**src/sics_pkg.sv**
```systemverilog
package sics_pkg;

  // ---------------------------------------------------------------
  // Encodings and key values
  // ---------------------------------------------------------------
  localparam logic [1:0] SICS_PSM_IDLE_A = 2'h0;
  localparam logic [1:0] SICS_PSM_IDLE_B = 2'h2;
  localparam logic [7:0] SICS_PROT_KEY = 8'hc9;
  localparam logic [7:0] SICS_PROT_LOCK = 8'h00;
  localparam logic [7:0] SICS_LVL_LOW = 8'h02;
  localparam logic [7:0] SICS_LVL_RST = 8'h00;
  localparam logic [1:0] SICS_SYNC_RST = 2'h0;
  localparam int SICS_NCSI = 5;

  // ---------------------------------------------------------------
  // Types
  // ---------------------------------------------------------------
  typedef enum logic [1:0] {
    SICS_RUN,
    SICS_ARMED,
    SICS_IDLE
  } sics_state_type;

  // Software writes to the power-save and regulator registers
  typedef struct packed {
    logic [1:0] save_mode_select;
    logic standby_trigger_bit;
    logic store_done;
    logic prot_wr;
    logic lvl_wr;
    logic [7:0] wdata;
  } sics_sw_type;

  // Count clock selections of the peripherals that may keep running
  typedef struct packed {
    logic [SICS_NCSI-1:0] serial_ext_clock_sel;
    logic async_ext_clock_sel;
    logic tmm_slow_sel;
    logic wdt_slow_sel;
    logic wt_sub_sel;
    logic main_osc_on;
  } sics_clksel_type;

  typedef struct packed {
    logic cpu;
    logic flash;
    logic periph;
    logic [SICS_NCSI-1:0] csi;
    logic uart0;
    logic tmm;
    logic wdt;
    logic wt;
  } sics_clken_type;

  typedef struct packed {
    logic adc;
    logic dac;
    logic realtime_output_unit;
    logic ports;
    logic ram;
    logic intc_wake_only;
  } sics_hold_type;

endpackage

```
**src/sics_reg_guard.sv**
```systemverilog
module sics_reg_guard
  import sics_pkg::*;
(
  input wire logic mclk,
  input wire logic rst,
  input wire logic ce,
  input wire logic prot_wr,
  input wire logic lvl_wr,
  input wire logic [7:0] wdata,
  output logic unlocked_q,
  output logic [7:0] level_q
);

  // ---------------------------------------------------------------
  // Write-protect and regulator level registers
  // ---------------------------------------------------------------
  logic [7:0] prot_q;
  logic [7:0] prot_d;
  logic [7:0] level_d;
  wire lvl_take = lvl_wr & (prot_q == SICS_PROT_KEY); // see RQ10

  assign prot_d = prot_wr ? wdata : prot_q;
  assign level_d = lvl_take ? wdata : level_q;

  always_ff @(posedge mclk or posedge rst) begin
    if (rst) begin
      prot_q <= SICS_PROT_LOCK;
      level_q <= SICS_LVL_RST;
      unlocked_q <= 1'b0;
    end else if (ce) begin
      prot_q <= prot_d;
      level_q <= level_d;
      unlocked_q <= (prot_d == SICS_PROT_KEY);
    end
  end

endmodule // sics_reg_guard

```
**src/sics_standby_ctrl.sv**
```systemverilog
// Summary of operation
// RQ1 - In subclock mode, mode 00 or 10 plus trigger write enters sub-idle.
// RQ2 - Entry with regulator level 02H gives low-voltage sub-idle instead.
// RQ3 - Sub-idle gates CPU, flash and peripheral clocks; oscillator runs.
// RQ4 - Sub-idle halts execution and holds internal RAM unchanged.
// RQ5 - Peripherals clocked by subclock or external clock keep running; the controller gates the externally clocked ones in low-voltage sub-idle.
// RQ6 - Far side stops external serial clocks before low-voltage sub-idle.
// RQ7 - Software first stops main clock and PLL in subclock mode.
// RQ8 - Software disables DMA, interrupts and both edge enables before unlock.
// RQ9 - Software makes sure watchdog interrupt cannot occur before unlock.
// RQ10 - Level register writable only after C9H key; 00H relocks.
// RQ11 - Level 02H lowers the regulator output voltage.
// RQ12 - Software may re-enable interrupts, then triggers with mode 00 or 10.
// RQ13 - Software places five or more no-operations after the trigger store.
// RQ14 - Pending unmasked interrupt at trigger refuses entry; code continues.
// RQ15 - Interrupt controller stops but still detects release requests.
// RQ16 - Converter input side suspends and holds its conversion result.
// RQ17 - Converter output side suspends and holds its output value.
// RQ18 - Clocked serial units run only with external serial clock selected.
// RQ19 - Async serial unit zero runs only with its external clock.
// RQ20 - Watchdog and timer M run only with slow internal or subclock.
// RQ21 - Watch timer runs if main clock oscillates, else needs subclock.
// RQ22 - Ports and registers retained; realtime output stops, outputs held.
// RQ23 - Software clears the PLL enable before stopping the main clock.
// RQ24 - Interrupt release returns to subclock or low-voltage subclock mode.
// RQ25 - Clocks gated only after the trigger store has completed.
module sics_standby_ctrl
  import sics_pkg::*;
(
  input wire logic mclk,
  input wire logic rst,
  input wire logic ce,
  input wire logic subclk_mode,
  input wire sics_sw_type sw,
  input wire sics_clksel_type clksel,
  input wire logic int_pending,
  input wire logic wake_int,
  input wire logic wake_pin,
  output sics_clken_type clk_en_q,
  output sics_hold_type hold_q,
  output logic sub_idle_q,
  output logic lv_idle_q,
  output logic reg_low_q,
  output logic refused_q,
  output logic unlocked_q,
  output logic [7:0] level_q
);

  // ---------------------------------------------------------------
  // Regulator key guard
  // ---------------------------------------------------------------
  sics_reg_guard u_guard (
    .mclk(mclk),
    .rst(rst),
    .ce(ce),
    .prot_wr(sw.prot_wr),
    .lvl_wr(sw.lvl_wr),
    .wdata(sw.wdata),
    .unlocked_q(unlocked_q),
    .level_q(level_q)
  );

  // ---------------------------------------------------------------
  // Wake pin synchroniser
  // ---------------------------------------------------------------
  logic [1:0] wake_sync_q;

  always_ff @(posedge mclk or posedge rst) begin
    if (rst) begin
      wake_sync_q <= SICS_SYNC_RST;
    end else if (ce) begin
      wake_sync_q <= {wake_sync_q[0], wake_pin};
    end
  end

  // ---------------------------------------------------------------
  // Decode
  // ---------------------------------------------------------------
  sics_state_type state_q;
  sics_state_type state_d;
  sics_clken_type clk_en_d;
  sics_hold_type hold_d;

  wire lv_level = (level_q == SICS_LVL_LOW); // see RQ11
  wire mode_ok = (sw.save_mode_select == SICS_PSM_IDLE_A) ||
                 (sw.save_mode_select == SICS_PSM_IDLE_B);
  wire entry_req = subclk_mode & mode_ok & sw.standby_trigger_bit; // see RQ1
  wire in_run = (state_q == SICS_RUN);
  wire refuse = in_run & entry_req & int_pending; // see RQ14
  wire arm = in_run & entry_req & ~int_pending;
  wire release_req = wake_sync_q[1] | wake_int; // see RQ15
  wire idle_d = (state_d == SICS_IDLE);
  wire lv_idle_d = idle_d & lv_level; // see RQ2
  wire ext_ok = ~lv_level;

  always_comb begin
    state_d = state_q;
    case (state_q)
      SICS_RUN: begin
        if (arm) begin
          state_d = SICS_ARMED;
        end
      end
      SICS_ARMED: begin
        if (sw.store_done) begin
          state_d = SICS_IDLE; // see RQ25
        end
      end
      SICS_IDLE: begin
        if (release_req) begin
          state_d = SICS_RUN; // see RQ24
        end
      end
      default: begin
        state_d = SICS_RUN;
      end
    endcase
  end

  // Gating of clocks; subclock/external clocked units stay on, external ones only outside low-voltage sub-idle, see RQ5
  assign clk_en_d.cpu = ~idle_d; // see RQ3
  assign clk_en_d.flash = ~idle_d; // see RQ3
  assign clk_en_d.periph = ~idle_d; // see RQ3
  assign clk_en_d.csi = idle_d ?
    (clksel.serial_ext_clock_sel & {SICS_NCSI{ext_ok}}) :
    {SICS_NCSI{1'b1}}; // see RQ18
  assign clk_en_d.uart0 = ~idle_d |
    (clksel.async_ext_clock_sel & ext_ok); // see RQ19
  assign clk_en_d.tmm = ~idle_d | clksel.tmm_slow_sel; // see RQ20
  assign clk_en_d.wdt = ~idle_d | clksel.wdt_slow_sel; // see RQ20
  assign clk_en_d.wt = ~idle_d | clksel.main_osc_on |
    clksel.wt_sub_sel; // see RQ21

  // Held functions
  assign hold_d.adc = idle_d; // see RQ16
  assign hold_d.dac = idle_d; // see RQ17
  assign hold_d.realtime_output_unit = idle_d; // see RQ22
  assign hold_d.ports = idle_d; // see RQ22
  assign hold_d.ram = idle_d; // see RQ4
  assign hold_d.intc_wake_only = idle_d; // see RQ15

  // ---------------------------------------------------------------
  // State and output registers
  // ---------------------------------------------------------------
  always_ff @(posedge mclk or posedge rst) begin
    if (rst) begin
      state_q <= SICS_RUN;
      clk_en_q <= '1;
      hold_q <= '0;
      sub_idle_q <= 1'b0;
      lv_idle_q <= 1'b0;
    end else if (ce) begin
      state_q <= state_d;
      clk_en_q <= clk_en_d;
      hold_q <= hold_d;
      sub_idle_q <= idle_d;
      lv_idle_q <= lv_idle_d;
    end
  end

  always_ff @(posedge mclk or posedge rst) begin
    if (rst) begin
      reg_low_q <= 1'b0;
      refused_q <= 1'b0;
    end else if (ce) begin
      reg_low_q <= lv_level; // see RQ11
      refused_q <= refuse; // see RQ14
    end
  end
endmodule // sics_standby_ctrl

```
**config.mk**
```make
export PLATFORM = sky130hd
export DESIGN_NAME = sics_standby_ctrl
export DESIGN_NICKNAME = d
export VERILOG_FILES = /design/src/sics_pkg.sv /design/src/sics_reg_guard.sv /design/src/sics_standby_ctrl.sv
export SDC_FILE = /design/constraint.sdc
export NUM_CORES = 1
export LEC_CHECK = 0
export BUFFER_PORTS_ARGS = -buffer_cell sky130_fd_sc_hd__buf_2
export CELL_PAD_IN_SITES_DETAIL_PLACEMENT = 0
export CELL_PAD_IN_SITES_GLOBAL_PLACEMENT = 2
export CORE_MARGIN = 2
export CORE_UTILIZATION = 29
export CTS_CLUSTER_SIZE = 16
export DETAILED_ROUTE_END_ITERATION = 6
export PLACE_DENSITY_LB_ADDON = 0.1
export SLEW_MARGIN = 10
export SYNTH_ARGS = -nofsm -noshare
export SYNTH_HDL_FRONTEND = slang
export SYNTH_SLANG_ARGS = --single-unit
```
**constraint.sdc**
```tcl
create_clock -name mclk -period 1.9 [get_ports mclk]
set_input_delay 0.475 -clock mclk [delete_from_list [all_inputs] [get_ports mclk]]
set_output_delay 0.475 -clock mclk [all_outputs]
set_load 0.05 [all_outputs]
```
Yosys cells after proc, flatten, opt, wreduce, memory -nomap -nowiden. Index checks and enable logic that the tools add are counted.

Input port bits: 31. Logic and storage cells: 50. Register bits: 35.

Reduce and logical (&&, ||, !) cells: 4. Bitwise gates (word level): 18. Equal/unequal tests: 7. Mux-type cells: 6.

Operators by type and width (number): $eq 8x8->1 const B (2); $and 1x1->1 (8); $eq 8x2->1 const B (1); $mux 8 (1); $eq 2x2->1 const B (3); $mux 2 (3); $or 1x1->1 (6); $pmux 2 s3 (1); $and 5x5->5 (1); $mux 5 (1); $logic_not 2->1 (2); $not 1->1 (3); $eq 2x1->1 const B (1); $reduce_and 2->1 (1); $logic_or 1x1->1 (1).

Logic depth before layout (Yosys ltp). Gate-level depths: netlist (run 1).

Depth after elaboration: 12. Gate-level depth with buffers: 5.

Modules after synthesis. Synthesis (run 1) repeated with hierarchy kept, for this count alone.

Cell total of the unflattened synthesis: 122. Area, all modules: 1630.3 µm².

By module, submodules not included: sics_standby_ctrl (cells an instance 72, instances 1, area each 893.4 µm²); sics_reg_guard (cells an instance 50, instances 1, area each 737.0 µm²).

Least setup slack after synthesis (run 1). Ideal clock, no wire load.

Path kind: register -> output. Start point: register sub_idle_q (netlist name). End point: output hold_q[0] (netlist name). Required time: 1.425 ns. Cell stages (with the launch flop): 2. Arrival time: 0.995 ns. Path slack: 0.430 ns. Path through: dfrtp_1 buf_4.

RTL lines: end: declaration (line sics_standby_ctrl.sv:40) `output sics_hold_type hold_q,`.

Final worst setup path (run 1).
Start point: register u_guard.prot_q[4]. End point: register u_guard.level_q[4].

Word-level cells in the longest chain between the ends: 3.

Ends and longest elaborated chain: start: declaration (line sics_reg_guard.sv:17) `logic [7:0] prot_q;`; start signal: assignment (line sics_reg_guard.sv:31) `prot_q <= prot_d;`; $eq 8x8->1 (line sics_reg_guard.sv:20) `wire lvl_take = lvl_wr & (prot_q == SICS_PROT_KEY);`; $and 1x1->1 (line sics_reg_guard.sv:20); $reduce_and 2->1 (no line); end signal: assignment (line sics_reg_guard.sv:32) `level_q <= level_d;`; end: declaration (line sics_reg_guard.sv:11) `output logic [7:0] level_q`.

No other way between the ends. A chain may end at the register's enable or synchronous reset.

==> impl_metrics.csv, run 1 <==
group,metric,value,unit
logic_synthesis,synth-seq-area-share,58.05,%
cts,cts_sinks,35,
detailed_routing,drt-pass1-iter-count,2,
flow_run,drv_cap,0,
cells_and_area,final_common_cell,"buf_2",
logic_synthesis,async_flop_share,100.0,%
logic_synthesis,netlist_area,0.001530,mm²
logic_synthesis,synth.avg_cell_area,12.54,µm²
floorplan,dieArea,0.005874,mm²
logic_synthesis,synthDistinctLibCells,30,
logic_synthesis,netlist_top_cells_area,"dfrtp_1, dfstp_2, mux2_4, mux2_2, buf_4",
cts,cts_tree,"yes",
sta,grt_setup_unrepaired,"false",
placed_design,dpl_cell_area,0.001856,mm²
cts,cts_hold_buf,0,
power_and_ir_drop,clockPowerShare,35.9,%
cells_and_area,stdcell_area,0.001962,mm²
sta,setup_ws,0.2290,ns
critical_path,reg2reg_from,"u_guard.prot_q[4]",
placed_design,dp_worst_setup_slack,0.1905,ns
critical_path,required,2.06,ns
sta,setup-tns-final,0,ns
global_route,grtUsageMet1,16.47,%
logic_synthesis,ys_ff_latch,35,
sta,fin_crit,1.671,ns
critical_path,reg2reg_depth,3,
logic_synthesis,yosysWarnings,0,
global_route,use_met3,4.621,%
sta,max_freq,0.5984,GHz
sta,slew_headroom,67.30,%
cts,clkSlewWorstSetupHoldPaths,0.07,ns
cells_and_area,final_nets,211,
sta,worst_pin_slew,0.4904,ns
sta,slew_violations,0,
global_route,grt_pass1_wl,5.775,mm
cells_and_area,mostFrequentLayoutCells,"buf_2, dfrtp_1, nor2_1",
floorplan,rows,26,
detailed_routing,drcViolationCount,0,
cts,clk_latency,0.28,ns
power_and_ir_drop,max-vdd-ir-drop,0.3760,mV
critical_path,r2r_slack,0.23,ns
cells_and_area,drive_gt1_share,53.59,%
power_and_ir_drop,power.density,916.1,mW/mm²
power_and_ir_drop,p_sw_share,27.35,%
cts,cts_max_level,2,
critical_path,arrival,1.84,ns
logic_synthesis,synth_cells,122,
placed_design,gp_congestion,0.6877,
critical_path,crit_type,"flop to flop",
cts,cts_buffers,5,
detailed_routing,drt-total-wl,3.400,mm
sta,fin_skew,0.009969,ns
global_route,antenna_found_initial,0,
power_and_ir_drop,combPwrFrac,17.2,%
power_and_ir_drop,p_leak,0.0009647,µW
detailed_routing,final_antenna_net_count,0,
hold_path,hold_class,"input port to asynchronous set/reset pin",
cts,clock_path_buffers,2,
sta,finalHoldViolCount,0,
cts,cts_setup_buffers,0,
global_route,track_usage,12.66,%
global_route,grt_max_degree,36,
logic_synthesis,netlist.area_leader.share,40.88,%
global_route,busiest_layer,"met2",
logic_synthesis,synth_nets,153,
power_and_ir_drop,power,1797,µW
power_and_ir_drop,p_sw,491.5,µW
detailed_routing,drt-initial-drc-count,49,
critical_path,startpoint_type,"flop",
cts,cts_resized,0,
floorplan,dieHeight,76.64,µm
detailed_routing,via_per_inst,4.359,
critical_path,end_kind,"flop",
global_route,use_met2,19.20,%
placed_design,port_buffers,60,
sta,finalCritPeriodShare,87.95,%
power_and_ir_drop,pwr-share-seq,46.9,%
detailed_routing,wl_per_cell,13.55,µm
floorplan,core_area,0.005107,mm²
cells_and_area,syn_to_final_growth,28.21,%
detailed_routing,dr_total_vias,1094,
logic_synthesis,yosysTopAreaCell,"dfrtp_1",
critical_path,critPathMaxFanout,8,
sta,holdWs,0.2745,ns
logic_synthesis,synth_edf_count,0,
sta,setup_violations,0,
placed_design,hpwl,2.544,mm
floorplan,ioPinCount,62,
global_route,gr-total-overflow,0,
floorplan,start_util,29.96,%
critical_path,r2r-end,"u_guard.level_q[4]",
status,outcome,"completed",
logic_synthesis,synthFlopType,"dfrtp_1",
global_route,grt_pass1_vias,1166,
cts,cts_root_buffer,"clkbuf_8",
floorplan,die-width,76.64,µm
cells_and_area,antenna_cells,0,
power_and_ir_drop,intPower,1306,µW
==> logic make-up after synthesis <==
logic type             synth area share (%)
buffers and inverters                 7.032
flip-flops                            58.05
AND/OR/NAND/NOR                       10.63
multiplexers                          15.21
AO/OA/AOI/OAI                         9.077
==> routing by layer <==
layer | vias to the layer above | routed length [µm] | share of wire, %
li1 | 535 | - | -
met1 | 519 | 1607 | 47
met2 | 36 | 1540 | 45
met3 | 4 | 217 | 6.4
met4 | 0 | 36 | 1.1
met5 | - | 0 | 0
==> sequential cells by signal (all words and copies together), names as in the netlist <==
| register | count |
|---|---|
| wake_sync_q | 2 |
| refused_q | 1 |
| lv_idle_q | 1 |
| u_guard.prot_q | 8 |
| state_q | 2 |
| u_guard.unlocked_q | 1 |
| clk_en_q | 10 |
| reg_low_q | 1 |
| u_guard.level_q | 8 |
| sub_idle_q | 1 |
==> cell usage after synthesis, types with 2 or more instances <==
cell type / count
mux2_4: 8
a21oi_1: 6
buf_2: 2
dfrtp_1: 25
buf_4: 8
nor4b_1: 3
o2bb2ai_1: 2
o21ai_0: 4
dfstp_2: 10
nor2_1: 13
mux2_2: 10
inv_1: 6
nand3_1: 2
nor4bb_1: 2
nand2_1: 5
o22a_1: 2
==> critical path, stage by stage, from the launching register on <==
cell,delay [ns]
dfrtp_1,0.38
nand4bb_1,0.21
or3_1,0.59
mux2_4,0.37
==> worst max-delay path by stage <==
stage,from,end,slack (ns),depth (start not counted)
after floorplan,sub_idle_q,hold_q[0],0.43,1
after global placement,ce,u_guard.level_q[3],0.22,4
after detailed placement,ce,u_guard.level_q[4],0.19,4
after CTS,u_guard.prot_q[4],u_guard.level_q[4],0.21,3
after global routing,u_guard.prot_q[1],u_guard.level_q[5],0.15,3
final,u_guard.prot_q[4],u_guard.level_q[4],0.23,3
==> cell type report <==
class	instances	area, µm²
Fill cell	530	3146
Timing Repair Buffer	63	322.8
Inverter	6	22.52
Clock inverter	1	30.03
Sequential cell	35	888.4
Multi-Input combinational cell	69	534.3
Tap cell	70	87.58
Clock buffer	7	76.32
==> power groups by stage <==
stage / combinational (µW) / sequential (µW) / clock, µW
detailed placement: 314 / 857 / 0
global placement: 310 / 853 / 0
finish: 309 / 843 / 646
floorplan: 157 / 928 / 0
global route: 331 / 852 / 711
CTS: 315 / 843 / 674
==> through the flow <==
step | std cells | utilization (%)
finish | 251 | 38.41
global route | 251 | 38.41
CTS | 251 | 38.41
detailed placement | 243 | 36.33
global placement | 243 | 36.33
floorplan | 122 | -
Power figures use the tool's default switching activity.
==> run 2: changes to the inputs <==
--- a/config.mk
+++ b/config.mk
@@ -9,11 +9,12 @@
 export CELL_PAD_IN_SITES_DETAIL_PLACEMENT = 0
 export CELL_PAD_IN_SITES_GLOBAL_PLACEMENT = 2
 export CORE_MARGIN = 2
-export CORE_UTILIZATION = 29
+export CORE_UTILIZATION = 31
 export CTS_CLUSTER_SIZE = 16
 export DETAILED_ROUTE_END_ITERATION = 6
 export PLACE_DENSITY_LB_ADDON = 0.1
 export SLEW_MARGIN = 10
 export SYNTH_ARGS = -nofsm -noshare
 export SYNTH_HDL_FRONTEND = slang
+export SYNTH_HIERARCHICAL = 1
 export SYNTH_SLANG_ARGS = --single-unit
==> impl_metrics.csv, run 2 <==
group,metric,value,unit
critical_path,critPathBufInv,0,
detailed_routing,drt-total-wl,3.277,mm
sta,grt_setup_unrepaired,"false",
floorplan,core_area,0.005107,mm²
logic_synthesis,yosysWarnings,6,
placed_design,hpwl,2.485,mm
logic_synthesis,synthMostInstantiatedCell,"dfrtp_1",
global_route,track_usage,12.29,%
cells_and_area,drive_gt1_share,56.67,%
power_and_ir_drop,power.density,1012,mW/mm²
logic_synthesis,netlist.area_leader.share,38.37,%
detailed_routing,dr_total_vias,1128,
cells_and_area,syn_to_final_growth,27.32,%
logic_synthesis,synth_common_cells,"dfrtp_1, buf_4, dfstp_2, mux2_2, mux2_4",
critical_path,cpLargestDelayFamily,"simple AND/OR/NAND/NOR gates",
sta,max_freq,0.5960,GHz
sta,setup_violations,0,
critical_path,slowest_delay,0.58,ns
floorplan,dieArea,0.005855,mm²
cells_and_area,top_register,"clk_en_q",
floorplan,die-width,76.52,µm
cells_and_area,final_common_cell,"buf_2",
logic_synthesis,async_flop_share,100.0,%
detailed_routing,wl_met1,1.351,mm
detailed_routing,final_antenna_net_count,0,
logic_synthesis,synthFlopType,"dfrtp_1",
detailed_routing,drt-initial-drc-count,51,
cells_and_area,largest_reg_flops,10,
global_route,antenna_found_initial,0,
cts,cts_setup_buffers,0,
detailed_routing,highest_layer,"met4",
logic_synthesis,synthDistinctLibCells,32,
logic_synthesis,yosysTopAreaCell,"dfrtp_1",
sta,worst_pin_slew,0.6706,ns
cts,cts_root_buffer,"clkbuf_8",
critical_path,critPathMaxFanout,8,
cts,cts_tree,"yes",
cells_and_area,stdcell_area,0.002076,mm²
logic_synthesis,synth_edf_count,0,
power_and_ir_drop,p_leak,0.0009986,µW
sta,slew_headroom,55.24,%
detailed_routing,drcViolationCount,0,
global_route,grt_max_degree,31,
logic_synthesis,ys_ff_latch,35,
cells_and_area,fill_cells,517,
flow_run,drv_cap,0,
sta,finalCritPeriodShare,88.30,%
logic_synthesis,synth_cells,122,
critical_path,startpoint_type,"flop",
floorplan,ioPinCount,62,
critical_path,required,2.07,ns
cts,cts_resized,0,
global_route,gr-total-overflow,0,
detailed_routing,via_per_inst,4.512,
cells_and_area,top_regs,"clk_en_q (10), u_guard/level_q (8), u_guard/prot_q (8)",
critical_path,arrival,1.85,ns
detailed_routing,dr_wl_met2,1.654,mm
placed_design,dpl_cell_area,0.001939,mm²
detailed_routing,drt-pass1-iter-count,4,
logic_synthesis,synth.avg_cell_area,13.36,µm²
sta,fin_crit,1.678,ns
cells_and_area,final_nets,210,
cts,cts_sinks,35,
status,outcome,"completed",
cells_and_area,antenna_cells,0,
global_route,grt_pass1_wl,5.616,mm
sta,slew_violations,0,
cts,clk_latency,0.29,ns
cts,cts_hold_buf,0,
global_route,grt_pass1_vias,1180,
critical_path,reg2reg_depth,4,
sta,setup-tns-final,0,ns
floorplan,dieHeight,76.52,µm
logic_synthesis,netlist_area,0.001630,mm²
cts,cts_buffers,5,
logic_synthesis,synth_nets,153,
cells_and_area,mostFrequentLayoutCells,"buf_2, dfrtp_1, mux2_2, dfstp_2, mux2_4",
logic_synthesis,netlist_top_cells_area,"dfrtp_1, dfstp_2, mux2_4, mux2_2, buf_4",
detailed_routing,wl_per_cell,13.11,µm
placed_design,port_buffers,60,
critical_path,crit_path_top_delay_cell,"or3_1",
hold_path,hold_class,"input port to asynchronous set/reset pin",
floorplan,start_util,31.92,%
sta,fin_skew,0.004886,ns
floorplan,rows,26,
critical_path,crit_cells,4,
sta,finalHoldViolCount,0,
cts,clkSlewWorstSetupHoldPaths,0.08,ns
placed_design,gp_congestion,0.7369,
cts,cts_max_level,2,
critical_path,end_kind,"flop",
critical_path,crit_type,"flop to flop",
detailed_routing,met3WireLength,235,µm
cts,clock_path_buffers,2,
critical_path,crit_chain,"nor2_1 -> nand4_1 -> or3_1 -> mux2_4",
logic_synthesis,synth-seq-area-share,54.49,%
power_and_ir_drop,max-vdd-ir-drop,0.3933,mV
run 2: changes by cell type after synthesis, sizes merged, moves of 2 or more:
| cell | delta |
|---|---|
| a311o | +6 |
| nor2 | -7 |
| o2bb2ai | -2 |
| nor2b | +6 |
| a21oi | -5 |
run 2: kinds of logic (layout without fill, tap and decap cells):
group                  count (synthesis)  count (layout)  synth area share, %
buffers and inverters                 18              76                6.907
AOI/OAI and AO/OA                     19              19                9.287
and+or+nand+nor                       32              32                15.04
muxes                                 18              18                14.28
DFF                                   35              35                54.49
run 2: worst register-to-register path, delay by kind of cell, from the launching register on:
| kind | cells | cell delay, ns |
|---|---|---|
| multiplexers | 1 | 0.37 |
| AND/OR/NAND/NOR | 3 | 0.82 |
| flip-flops | 1 | 0.38 |
run 2: cell type report:
class | instances | area, µm² | area share [%]
clock inverters | 3 | 67.56 | 3.255
flip-flops and latches | 35 | 888.4 | 42.80
clock buffers | 5 | 68.82 | 3.315
inverters | 7 | 26.28 | 1.266
well taps | 70 | 87.58 | 4.219
multi-input cells | 69 | 629.4 | 30.32
repair buffers | 61 | 307.8 | 14.83
run 2: per-layer routing:
layer,vias to the layer above,global-route usage [%]
met4,0,4.909
li1,545,-
met2,36,20.18
met5,-,0
met1,543,14.21
met3,4,5.095
run 2: path summary, 6_finish.rpt:
kind	start	end	slack (ns)
max	u_guard/prot_q[1]	u_guard/level_q[4]	0.22
min	rst	u_guard/unlocked_q	0.27
max reg2reg	u_guard/prot_q[1]	u_guard/level_q[4]	0.22
min reg2reg	u_guard/prot_q[4]	u_guard/prot_q[4]	0.51
max in group asynchronous	rst	sub_idle_q	1.19
min in group mclk	clksel[2]	clk_en_q[1]	0.41
run 2: power by group:
part / internal [µW] / switching (µW) / total [µW]
Sequential: 825 / 47.1 / 872
Combinational: 142 / 287 / 429
Clock: 523 / 277 / 801
run 2: metrics by stage:
stage | power [µW] | setup slack [ns] | cells | utilization (%) | hold slack [ns]
3_3_place_gp | 1317 | 0.1345 | 242 | 37.97 | 0.4872
2_1_floorplan | 1231 | 0.4116 | 122 | - | 0.4011
6_report | 2102 | 0.2223 | 250 | 40.64 | 0.2674
3_5_place_dp | 1323 | 0.1237 | 242 | 37.97 | 0.4962
5_1_grt | 2210 | 0.1564 | 250 | 40.64 | 0.3211
4_1_cts | 2138 | 0.2006 | 250 | 40.64 | 0.2855
==> run 3: changes to the inputs <==
--- a/config.mk
+++ b/config.mk
@@ -9,11 +9,12 @@
 export CELL_PAD_IN_SITES_DETAIL_PLACEMENT = 0
 export CELL_PAD_IN_SITES_GLOBAL_PLACEMENT = 2
 export CORE_MARGIN = 2
-export CORE_UTILIZATION = 31
+export CORE_UTILIZATION = 33
 export CTS_CLUSTER_SIZE = 16
 export DETAILED_ROUTE_END_ITERATION = 6
 export PLACE_DENSITY_LB_ADDON = 0.1
-export SLEW_MARGIN = 10
+export RECOVER_POWER = 100
+export SLEW_MARGIN = 25
 export SYNTH_ARGS = -nofsm -noshare
 export SYNTH_HDL_FRONTEND = slang
 export SYNTH_HIERARCHICAL = 1
==> constraint.sdc (replaced) <==
create_clock -name mclk -period 2.03 [get_ports mclk]
set_input_delay 0.5075 -clock mclk [delete_from_list [all_inputs] [get_ports mclk]]
set_output_delay 0.5075 -clock mclk [all_outputs]
set_load 0.05 [all_outputs]
==> impl_metrics.csv, run 3 (synthesis gave the netlist of run 2 again) <==
group,metric,value,unit
detailed_routing,drcViolationCount,0,
sta,max_freq,0.5502,GHz
critical_path,startpoint_type,"flop",
critical_path,slowest_delay,0.56,ns
cts,cts_resized,0,
cells_and_area,fill_cells,502,
cts,cts_max_level,2,
cts,cts_buffers,5,
power_and_ir_drop,p_sw,551.3,µW
sta,worst_pin_slew,0.6917,ns
cts,cts_tree,"yes",
detailed_routing,final_antenna_net_count,0,
status,outcome,"completed",
cells_and_area,antenna_cells,0,
floorplan,dieArea,0.005518,mm²
floorplan,ioPinCount,62,
critical_path,cpLargestDelayFamily,"flip-flops",
critical_path,critPathMaxFanout,4,
cts,cts_sinks,35,
global_route,grt_pass1_vias,1171,
cts,clk_latency,0.28,ns
cells_and_area,syn_to_final_growth,19.49,%
sta,setup_violations,0,
global_route,antenna_found_initial,0,
sta,fin_skew,0.006369,ns
floorplan,start_util,34.29,%
critical_path,required,1.52,ns
sta,finalHoldViolCount,0,
critical_path,crit_chain,"clkbuf_1",
sta,setup_ws,0.2125,ns
floorplan,rows,25,
floorplan,core_area,0.004755,mm²
critical_path,end_kind,"primary output",
detailed_routing,dr_total_vias,1152,
power_and_ir_drop,power.density,893.9,mW/mm²
cts,cts_setup_buffers,0,
detailed_routing,drt-total-wl,3.437,mm
global_route,grt_pass1_wl,5.471,mm
power_and_ir_drop,intPower,1190,µW
sta,setup-tns-final,0,ns
power_and_ir_drop,p_sw_share,31.66,%
critical_path,critPathBufInv,1,
sta,slew_headroom,53.83,%
placed_design,dp_worst_setup_slack,0.1854,ns
cells_and_area,top_regs,"clk_en_q (10), u_guard/level_q (8), u_guard/prot_q (8)",
cts,clock_path_buffers,2,
power_and_ir_drop,power,1741,µW
detailed_routing,via_per_inst,4.645,
cells_and_area,final_common_cell,"clkbuf_1",
cts,clkSlewWorstSetupHoldPaths,0.07,ns
global_route,gr-total-overflow,0,
power_and_ir_drop,p_leak,0.0008579,µW
cells_and_area,mostFrequentLayoutCells,"clkbuf_1, buf_2, dfrtp_1",
sta,fin_crit,1.818,ns
power_and_ir_drop,max-vdd-ir-drop,0.6205,mV
global_route,track_usage,13.27,%
detailed_routing,drt-pass1-iter-count,3,
cells_and_area,largest_reg_flops,10,
cells_and_area,top_register,"clk_en_q",
flow_run,drv_cap,0,
sta,grt_setup_unrepaired,"false",
critical_path,arrival,1.31,ns
critical_path,crit_type,"flop to primary output",
global_route,grt_max_degree,24,
critical_path,crit_path_top_delay_cell,"dfstp_2",
sta,finalCritPeriodShare,89.53,%
placed_design,port_buffers,60,
hold_path,hold_class,"input port to asynchronous set/reset pin",
sta,slew_violations,0,
floorplan,dieHeight,74.29,µm
cts,cts_hold_buf,0,
detailed_routing,wl_per_cell,13.86,µm
placed_design,hpwl,2.602,mm
detailed_routing,drt-initial-drc-count,65,
power_and_ir_drop,combPwrFrac,21.8,%
cts,cts_root_buffer,"clkbuf_8",
power_and_ir_drop,pwr-share-seq,46.9,%
floorplan,die-width,74.29,µm
power_and_ir_drop,clockPowerShare,31.3,%
placed_design,gp_congestion,0.7587,
cells_and_area,final_nets,211,
cells_and_area,drive_gt1_share,33.15,%
[run 3: changes by cell type in the layout (fill, tap and decap cells not counted), moves of 2 or more]
cell / before / now
buf_2: 60 / 28
bufinv_16: 2 / 0
clkbuf_1: 0 / 34
clkbuf_8: 5 / 7
mux2_1: 0 / 8
mux2_4: 8 / 0
[run 3: final timing paths]
check	start	endpoint	slack, ns	depth (start not counted)
worst max-delay path	clk_en_q[9]	clk_en_q[11]	0.21	1
worst min-delay path	rst	u_guard/level_q[7]	0.32	2
worst max register to register	u_guard/prot_q[1]	u_guard/level_q[2]	0.39	4
worst min register to register	u_guard/prot_q[0]	u_guard/prot_q[0]	0.51	1
max in group asynchronous	rst	reg_low_q	1.26	2
min in group mclk	clksel[3]	clk_en_q[2]	0.46	2
[run 3: layout make-up]
cell class / count / area [µm²] / area share, %
well taps: 67 / 83.83 / 4.303
inverters: 7 / 26.28 / 1.349
clock buffers: 8 / 100.1 / 5.138
repair buffers: 62 / 271.5 / 13.94
flip-flops and latches: 35 / 888.4 / 45.60
multi-input cells: 69 / 578.1 / 29.67
[run 3: routing by layer]
metal	up-vias	track usage (%)	wire length, µm
li1	547	-	-
met1	564	15.85	1471
met2	35	22.32	1724
met3	6	4.201	186
met4	0	5.357	55
met5	-	0	0
[run 3: power by group through the flow]
stage | Combinational (µW) | Sequential (µW) | Clock, µW
CTS | 413 | 818 | 567
global placement | 408 | 827 | 0
floorplan | 217 | 935 | 0
finish | 379 | 816 | 546
global route | 407 | 825 | 607
detailed placement | 412 | 830 | 0
[run 3: through the flow]
step	cell area [µm²]	cells	utilization, %	hold slack [ns]
after floorplan	1630	122	-	0.4336
after global placement	1943	240	40.87	0.4867
after detailed placement	1943	240	40.87	0.4956
after CTS	2043	248	42.97	0.3402
after global routing	1948	248	40.97	0.3791
final	1948	248	40.97	0.3216
